<file path="src/design/crc_engine_params.svh">
// Constants for the byte stream CRC engine
// Summary of operation
// - Each software byte write to the byte input is one CRC step, unless an init strobe comes in the same cycle
// - Two result widths: 16-bit and 32-bit polynomial
// - Result is internal, reached only through byte pointer and data port
// - Separate bit-reversal register reorders the bits of a byte
// - 16-bit mode is MSB first with polynomial 0x1021
// - 16-bit: byte XORed into upper eight bits of current result
// - 16-bit: eight steps of left shift, XOR polynomial when top bit set
// - 32-bit mode is reflected CRC with polynomial 0x04C11DB7
// - 32-bit: byte XORed into least significant result byte
// - 32-bit: eight steps of right shift, XOR 0xEDB88320 when bottom bit set
// - Result updates automatically after every input byte not met by an init strobe, no start command
// - Width select 0 chooses 32-bit, 1 chooses 16-bit
// - Init strobe loads whole result with value chosen by init select
// - Pointer advances by one after each accepted data port read or write, unless ptr_load loads it in that cycle
`ifndef CRC_ENGINE_PARAMS_SVH
`define CRC_ENGINE_PARAMS_SVH
`define CRC_POLY16      16'h1021
`define CRC_POLY32_REFL 32'hedb88320
`define CRC_INIT_ONES   32'hffffffff
`define CRC_INIT_ZEROS  32'h00000000
`define CRC_BITS_PER_IN 8
`define CRC_SEL_32      1'h0
`define CRC_SEL_16      1'h1
`define CRC_RST_RESULT  32'h00000000
`define CRC_RST_PTR     2'h0
`define CRC_RST_BYTE    8'h00
`define CRC_RST_COUNT   2'h0
`endif

</file>
<file path="src/design/crc_engine_pkg.sv">
// Types for the byte stream CRC engine
package crc_engine_pkg;
  typedef logic [31:0] result_t;
  typedef logic [7:0]  byte_t;
  typedef logic [1:0]  ptr_t;
endpackage

</file>
<file path="src/design/crc_engine.sv">
// Byte stream CRC engine with indirect result access and bit reversal
`timescale 1ns/1ps
`include "crc_engine_params.svh"
module crc_engine
(
  input  wire logic                  clk,
  input  wire logic                  rst,
  input  wire logic                  in_valid,
  output      logic                  in_ready,
  input  wire crc_engine_pkg::byte_t crc_byte_input,
  input  wire logic                  poly_width_select,
  input  wire logic                  init_value_select,
  input  wire logic                  result_init_strobe,
  input  wire logic                  ptr_load,
  input  wire crc_engine_pkg::ptr_t  ptr_load_value,
  output      crc_engine_pkg::ptr_t  result_byte_pointer,
  input  wire logic                  data_write,
  input  wire crc_engine_pkg::byte_t data_write_value,
  input  wire logic                  data_read,
  output      crc_engine_pkg::byte_t result_data_port,
  output      logic                  rd_valid,
  input  wire logic                  rd_ready,
  input  wire crc_engine_pkg::byte_t flip_write_value,
  input  wire logic                  flip_write,
  output      crc_engine_pkg::byte_t flip_read_value
);
  crc_engine_pkg::result_t result_r;
  crc_engine_pkg::result_t result_nxt;
  crc_engine_pkg::ptr_t    ptr_r;
  crc_engine_pkg::ptr_t    ptr_nxt;
  crc_engine_pkg::byte_t   flip_r;
  crc_engine_pkg::byte_t   flip_nxt;
  crc_engine_pkg::byte_t   buf_r [2];
  crc_engine_pkg::byte_t   buf_nxt [2];
  logic [1:0]              cnt_r;
  logic [1:0]              cnt_nxt;
  logic                    rd_take;
  logic                    wr_take;
  logic                    access;
  crc_engine_pkg::byte_t   cur_byte;
  crc_engine_pkg::byte_t   rev_byte;

  function automatic crc_engine_pkg::result_t crc_step(input crc_engine_pkg::result_t acc_in,
                                                       input crc_engine_pkg::byte_t   din,
                                                       input logic                    sel16);
    crc_engine_pkg::result_t acc;
    logic [15:0]             a16;
    acc = acc_in;
    a16 = acc_in[15:0] ^ {din, 8'h00};
    acc = acc ^ {24'h000000, din};
    for (int i = 0; i < `CRC_BITS_PER_IN; i++)
    begin
      if (a16[15])
        a16 = {a16[14:0], 1'h0} ^ `CRC_POLY16;
      else
        a16 = {a16[14:0], 1'h0};
      if (acc[0])
        acc = {1'b0, acc[31:1]} ^ `CRC_POLY32_REFL;
      else
        acc = {1'b0, acc[31:1]};
    end
    if (sel16 == `CRC_SEL_16)
      crc_step = {16'h0000, a16};
    else
      crc_step = acc;
  endfunction

  // Reads go through a two-entry buffer so a stalled reader loses no byte
  assign in_ready = 1'h1;
  assign rd_take  = data_read && (cnt_r != 2'h2);
  assign wr_take  = data_write && !rd_take;
  assign access   = rd_take || wr_take;
  assign rd_valid = (cnt_r != 2'h0);
  assign result_data_port = buf_r[0];
  assign result_byte_pointer = ptr_r;
  assign flip_read_value = flip_r;

  always_comb
  begin
    cur_byte = result_r[ptr_r*8 +: 8];
    if ((poly_width_select == `CRC_SEL_16) && ptr_r[1])
      cur_byte = 8'h00;
  end

  // One wire per bit, so the reversal costs no logic at all
  for (genvar g = 0; g < 8; g++)
  begin
    assign rev_byte[g] = flip_write_value[7 - g];
  end

  always_comb
  begin
    result_nxt = result_r;
    ptr_nxt    = ptr_r;
    // Init wins over a data byte arriving in the same cycle
    if (result_init_strobe)
      result_nxt = init_value_select ? `CRC_INIT_ONES : `CRC_INIT_ZEROS;
    else if (in_valid)
      result_nxt = crc_step(result_r, crc_byte_input, poly_width_select);
    else if (wr_take && !(poly_width_select == `CRC_SEL_16 && ptr_r[1]))
      result_nxt[ptr_r*8 +: 8] = data_write_value;
    if (ptr_load)
      ptr_nxt = ptr_load_value;
    else if (access)
      ptr_nxt = ptr_r + 2'h1;
  end

  always_comb
  begin
    flip_nxt = flip_r;
    if (flip_write)
      flip_nxt = rev_byte;
  end

  always_comb
  begin
    buf_nxt = buf_r;
    cnt_nxt = cnt_r;
    if (rd_valid && rd_ready)
    begin
      buf_nxt[0] = buf_r[1];
      cnt_nxt = cnt_r - 2'h1;
    end
    if (rd_take)
    begin
      buf_nxt[cnt_nxt[0]] = cur_byte;
      cnt_nxt = cnt_nxt + 2'h1;
    end
  end

  always_ff @(posedge clk or posedge rst)
  begin
    if (rst)
    begin
      result_r <= `CRC_RST_RESULT;
      ptr_r    <= `CRC_RST_PTR;
    end
    else
    begin
      result_r <= result_nxt;
      ptr_r    <= ptr_nxt;
    end
  end

  always_ff @(posedge clk or posedge rst)
  begin
    if (rst)
      flip_r <= `CRC_RST_BYTE;
    else
      flip_r <= flip_nxt;
  end

  always_ff @(posedge clk or posedge rst)
  begin
    if (rst)
    begin
      buf_r <= '{`CRC_RST_BYTE, `CRC_RST_BYTE};
      cnt_r <= `CRC_RST_COUNT;
    end
    else
    begin
      buf_r <= buf_nxt;
      cnt_r <= cnt_nxt;
    end
  end
endmodule

</file>
<file path="config.mk">
export PLATFORM = sky130hd
export DESIGN_NAME = crc_engine
export DESIGN_NICKNAME = d
export VERILOG_FILES = /design/src/design/crc_engine_pkg.sv /design/src/design/crc_engine.sv
export VERILOG_INCLUDE_DIRS = /design/src /design/src/design
export SDC_FILE = /design/constraint.sdc
export NUM_CORES = 1
export LEC_CHECK = 0
export BUFFER_PORTS_ARGS = -buffer_cell sky130_fd_sc_hd__buf_2
export CAP_MARGIN = 15
export CELL_PAD_IN_SITES_DETAIL_PLACEMENT = 1
export CELL_PAD_IN_SITES_GLOBAL_PLACEMENT = 2
export CORE_ASPECT_RATIO = 0.8
export CORE_MARGIN = 5
export CORE_UTILIZATION = 38
export CTS_CLUSTER_SIZE = 28
export DETAILED_ROUTE_END_ITERATION = 7
export GPL_ROUTABILITY_DRIVEN = 0
export GPL_TIMING_DRIVEN = 0
export HOLD_SLACK_MARGIN = 0.15
export PLACE_DENSITY_LB_ADDON = 0.1
export SETUP_SLACK_MARGIN = 0.3
export SYNTH_ARGS = -nofsm -noshare
export SYNTH_HDL_FRONTEND = slang
export SYNTH_SLANG_ARGS = --single-unit
</file>
<file path="constraint.sdc">
create_clock -name clk -period 2.91 [get_ports clk]
set_input_delay 0.1455 -clock clk [delete_from_list [all_inputs] [get_ports clk]]
set_output_delay 0.1455 -clock clk [all_outputs]
set_load 0.005 [all_outputs]
</file>
# Word level (Yosys, flattened, before mapping)
# Cells that the tools add are included.
# totals
register_bits	60
inputBits	37
output_inout_bits	20
elab_cells	107
# op_classes
n_addsub	4
order_cmp	2
eq_ne	1
shifts	3
muxes	60
n_bitwise	19
reduce_logical	12
# op_table
cell	count
$mux 32	27
$mux 16	15
$not 13->14	8
$mux 13	8
$neg 5->34	1
$shift 8x34->32 const A	1
$shiftx 8x34->32	1
$bwmux 32	1
$shiftx 32x6->8	1
$xor 32x8->32	1
$mux 8	3
$not 3->3	8
$bwmux 16	1
$xor 16x16->16	1
$demux 8 s1	1
$mux 2	4
$logic_and 1x1->1	6
$add 2x1->2 const B	2
$reduce_bool 2->1	2
$reduce_bool 3->1	1
$ge 2x2->1 const B	1
$logic_not 1->1	2
$lt 2x1->1 const B	1
$ne 2x2->1 const B	1
other kinds (3)	3

# Logic depth before layout (Yosys ltp)
# logic_depth
ltp_word	34
ltp_mapped	9
ltp_nobuf	8

# Worst setup path after synthesis
# Ideal clock, no wire load.
# synth_timing
kind	register to register
startpoint	register ptr_r[1] (netlist: result_byte_pointer[1])
endpoint	register result_r[8]
setup_time_ns	0.094
arrival_time_ns	2.366
required_ns	2.816
setup_slack_ns	0.450
stages_incl_launch_ff	9
path_buffers	1
synth_period_minus_slack_ns	2.460
path_cell_list	dfrtp_1 buf_1 inv_1 ha_1 nand2_1 nor4_1 nand2_1 o211a_1 a211oi_1
# synth_between
elab_chain_len	6
word_cells_on_any_way	11
classes_between	add/sub: 1; shift: 2; mux: 4; reduce/logical: 4
# synth_lines
item	line_no	text
start: declaration	crc_engine.sv:29	crc_engine_pkg::ptr_t ptr_r;
start signal: assignment	crc_engine.sv:136	ptr_r <= `CRC_RST_PTR;
start signal: assignment	crc_engine.sv:141	ptr_r <= ptr_nxt;
$neg 5->34	crc_engine.sv:101	result_nxt[ptr_r*8 +: 8] = data_write_value;
$shiftx 8x34->32 or $shift 8x34->32 (tied branches)	crc_engine.sv:101	
$bwmux 32	crc_engine.sv:101	
$mux 32	crc_engine.sv:100	else if (wr_take && !(poly_width_select == `CRC_SEL_16 && ptr_r[1]))
$mux 32	crc_engine.sv:98	else if (in_valid)
$mux 32	crc_engine.sv:96	if (result_init_strobe)
end signal: assignment	crc_engine.sv:135	result_r <= `CRC_RST_RESULT;
end signal: assignment	crc_engine.sv:140	result_r <= result_nxt;
end: declaration	crc_engine.sv:27	crc_engine_pkg::result_t result_r;
# Parallel ways exist; a longest one is shown, timed or not. The select of a mux whose other input is x is not followed.
# A chain may end at the register's enable or synchronous reset.

# Final worst setup path
# layout_timing
startpoint	register cnt_r[0]
endpoint	register result_r[23]
# layout_between
elab_chain_len	6
# layout_lines
item	line_no	text
start: declaration	crc_engine.sv:35	logic [1:0] cnt_r;
start signal: assignment	crc_engine.sv:158	cnt_r <= `CRC_RST_COUNT;
start signal: assignment	crc_engine.sv:163	cnt_r <= cnt_nxt;
$ne 2x2->1	crc_engine.sv:70	assign rd_take = data_read && (cnt_r != 2'h2);
$logic_and 1x1->1	crc_engine.sv:70	
$logic_not 1->1	crc_engine.sv:71	assign wr_take = data_write && !rd_take;
$logic_and 1x1->1	crc_engine.sv:71	
$logic_and 1x1->1	crc_engine.sv:100	
$reduce_bool 3->1 (no line)	--	
# Every way passes these cells.

==> impl_metrics.yaml <==
outcome:
  outcome: "finished, final reports clean"
layout:
  n_antenna_cell: 0
  syn_to_final_growth_pct: 21.03
  layout-drive-gt1-share_pct: 21.89
  layoutNonFillerInstCount: 691
  nets: 579
  final_cell_area_um2: 5718
global_routing:
  overflow: 0
  antenna_found_initial: 0
  grt_pass1_wl_um: 24810
  grt_max_degree: 61
  grt_usage_pct: 22.57
  grt_pass1_vias: 4197
synth:
  async_reset_ff_share_pct: 100.0
  synth-edff-count: 0
  synthFlopType: "dfrtp_1"
  syn_inst: 454
  netlist-cell-type-count: 57
  yosysWarnings: 0
  syn_area_um2: 4725
  yosys_register_bits: 60
  syn_nets: 498
  ys_seq_area_share_pct: 31.78
  avgSynthCellArea_um2: 10.41
clock_tree:
  cts_made_buffers: 9
  ctsHtreeMaxLevel: 3
  clockBufferDepth: 2
  cts_setup_buffers: 0
  clockRootBuffer: "clkbuf_16"
  worstSkewPairLatency_ps: 350
  cts.sinks: 60
  cts_tree: "yes"
  path_clk_slew_ps: 50
placed_design:
  dpl.hpwl_um: 11920
  dp_slack_ps: 141.4
  place_inst: 659
  io_buffer_count: 51
  placed_area_um2: 5200
detailed_routing:
  dr.first_iter.drc_count: 292
  antenna_left: 0
  avgViaCountPerCell: 5.870
  vias: 4056
  drt_wl_total_um: 16050
  drc: 0
  avgRoutedWirePerCell_um: 23.22
  dr.pass1.iters: 5
worst_setup_path:
  crit_buf_inv: 2
  cp-start-kind: "flip-flop"
  max_stage_delay_ps: 850
  slowest_stage: "a41oi_1"
  path_delay_family: "compound AO/OA/AOI/OAI gates"
  crit_type: "flip-flop to flip-flop"
  cp_cell_sequence: "inv_1 > ha_1 > nand2b_1 > clkbuf_1 > a41oi_1 > nor3b_1 > a211oi_1 > o22ai_1"
  end_kind: "flip-flop"
  crit_arrival_ps: 2690
  cp_max_fo: 8
  worstPathRequired_ps: 3110
sta:
  fin_crit_ps: 2497
  fmax_mhz: 400.5
  worst_slew_margin_rel_pct: 32.12
  report.final.slew_viol_count: 0
  setup_violations: 0
  clock_skew_ps: 7.466
  layout_worst_path_cycle_share_pct: 85.81
  worst_pin_slew_ps: 1005
  grt_setup_unrepaired: "no"
  hold_ws_ps: 169.0
  hold_violations: 0
  setup_ws_ps: 413.1
die:
  die_h_um: 109.7
  dieArea_um2: 14780
  dieWidth_um: 134.7
  initial_core_util_pct: 38.85
  io_pins: 57
  rows: 36
  core_area_um2: 12160
power:
  p_leak_nw: 2.602
  powerDensity_nw_per_um2: 1005
  ir_drop_mv: 0.4128
min_path:
  hold_class: "input pin to flip-flop"
job:
  cap_viol_max_count: 0
cells in the final DEF, fill, tap and decap left out, types with 4 or more instances in the layout:
master         netlist  final
buf_4                9     11
buf_2                3     54
nor3b_1              4      4
nand4_1              4      4
a22oi_1              4      4
nand2_1             38     38
clkbuf_1            15     15
o21ai_0             24     24
o221ai_1             4      4
xnor3_1             18     18
clkbuf_16            0      9
a21oi_1             24     24
a221oi_1             8      8
mux2i_1             31     31
xor2_1              12     12
dlygate4sd3_1        0     17
xnor2_1             42     42
xnor2_2              6      5
a211oi_1             9      9
nand3_1              4      4
mux2_2              17     17
dfrtp_1             60     59
and2_1               4      4
a31oi_1              5      5
ha_1                 7      7
o22ai_1             11     11
inv_1               12     11
xor3_1               4      4
a22o_1               6      6
nor2_1              19     19
sequential cells by signal (all words and copies together), names as in the netlist:
name                 flops
flip_read_value          8
result_byte_pointer      2
result_r                32
buf_r                    8
cnt_r                    2
result_data_port         8
cells in the mapped netlist, types with 5 or more instances:
cell type | number | area share, %
nand2_1 | 38 | 3.0
buf_1 | 5 | 0.40
clkbuf_1 | 15 | 1.2
a31oi_1 | 5 | 0.66
nor2_1 | 19 | 1.5
mux2_2 | 17 | 4.1
xnor3_1 | 18 | 8.6
a211oi_1 | 9 | 1.4
buf_4 | 9 | 1.4
inv_1 | 12 | 0.95
a21oi_1 | 24 | 2.5
mux2i_1 | 31 | 6.6
o21ai_0 | 24 | 2.5
a221oi_1 | 8 | 1.5
a22o_1 | 6 | 1.1
xor2_1 | 12 | 2.2
ha_1 | 7 | 1.9
xnor2_1 | 42 | 7.8
xnor2_2 | 6 | 2.1
o22ai_1 | 11 | 1.5
dfrtp_1 | 60 | 32
report_power, final:
part / switching (mW) / internal (mW) / total, mW
Clock: 0.415 / 0.790 / 1.21
Sequential: 0.255 / 1.10 / 1.35
Combinational: 1.49 / 1.71 / 3.19
Total: 2.16 / 3.59 / 5.75
worst paths after layout:
kind | start | endpoint | slack [ps] | depth (start not counted)
worst min register to register | flip_read_value[1]$_DFFE_PP0P_ | flip_read_value[1]$_DFFE_PP0P_ | 500 | 1
min in group asynchronous | rst | result_r[28]$_DFFE_PP0P_ | 520 | 3
worst max register to register | cnt_r[0]$_DFF_PP0_ | result_r[23]$_DFFE_PP0P_ | 410 | 8
max in group asynchronous | rst | result_byte_pointer[1]$_DFFE_PP0P_ | 1810 | 3
worst min-delay path | data_write_value[6] | result_r[22]$_DFFE_PP0P_ | 170 | 3
worst max-delay path | cnt_r[0]$_DFF_PP0_ | result_r[23]$_DFFE_PP0P_ | 410 | 8
tightest hold or removal path, stage by stage:
cell,delay (ps)
buf_2,130
nand3b_1,100
a31oi_1,90
cell families after synthesis:
group,count (synthesis),share of synthesized area (%)
muxes,48,10.62
DFF,60,31.78
buffers and inverters,44,4.290
AOI/OAI and AO/OA,117,16.66
xor gates and xnor gates,88,25.95
other,1,0.07937
and+or+nand+nor,89,8.766
adders and majority gates,7,1.854
stage by stage:
step | total power [mW] | TNS, ps | utilization [%]
2_1_floorplan | 3.721 | 0 | -
3_3_place_gp | 4.440 | -8242 | 42.51
3_5_place_dp | 4.478 | 0 | 42.76
4_1_cts | 5.749 | 0 | 46.88
5_1_grt | 6.100 | 0 | 47.02
6_report | 5.748 | 0 | 47.02
repair_timing:
| action | in CTS | in global routing |
|---|---|---|
| gates resized for setup | 2 | 5 |
| hold buffers | 17 | 0 |
| endpoints found under the setup margin | 8 | 3 |
| hold endpoints to repair | 72 | 0 |
final cells by class:
type                            count  area [um^2]
Tap cell                          152        190.2
Inverter                           12        47.55
Timing Repair Buffer               70        440.4
Clock inverter                      4        72.57
Multi-Input combinational cell    350         3049
Buffer                             32        162.7
Fill cell                        1383         6444
Sequential cell                    60         1503
Clock buffer                       11        252.7
routing by layer:
metal	GRT usage, %	wire (um)	vias up
met4	5.887	223	0
met1	33.08	7786	2081
met2	33.33	6875	154
li1	-	-	1805
met3	5.444	1163	16
met5	0	0	-
No activity file was read; power rests on OpenSTA's default activity.
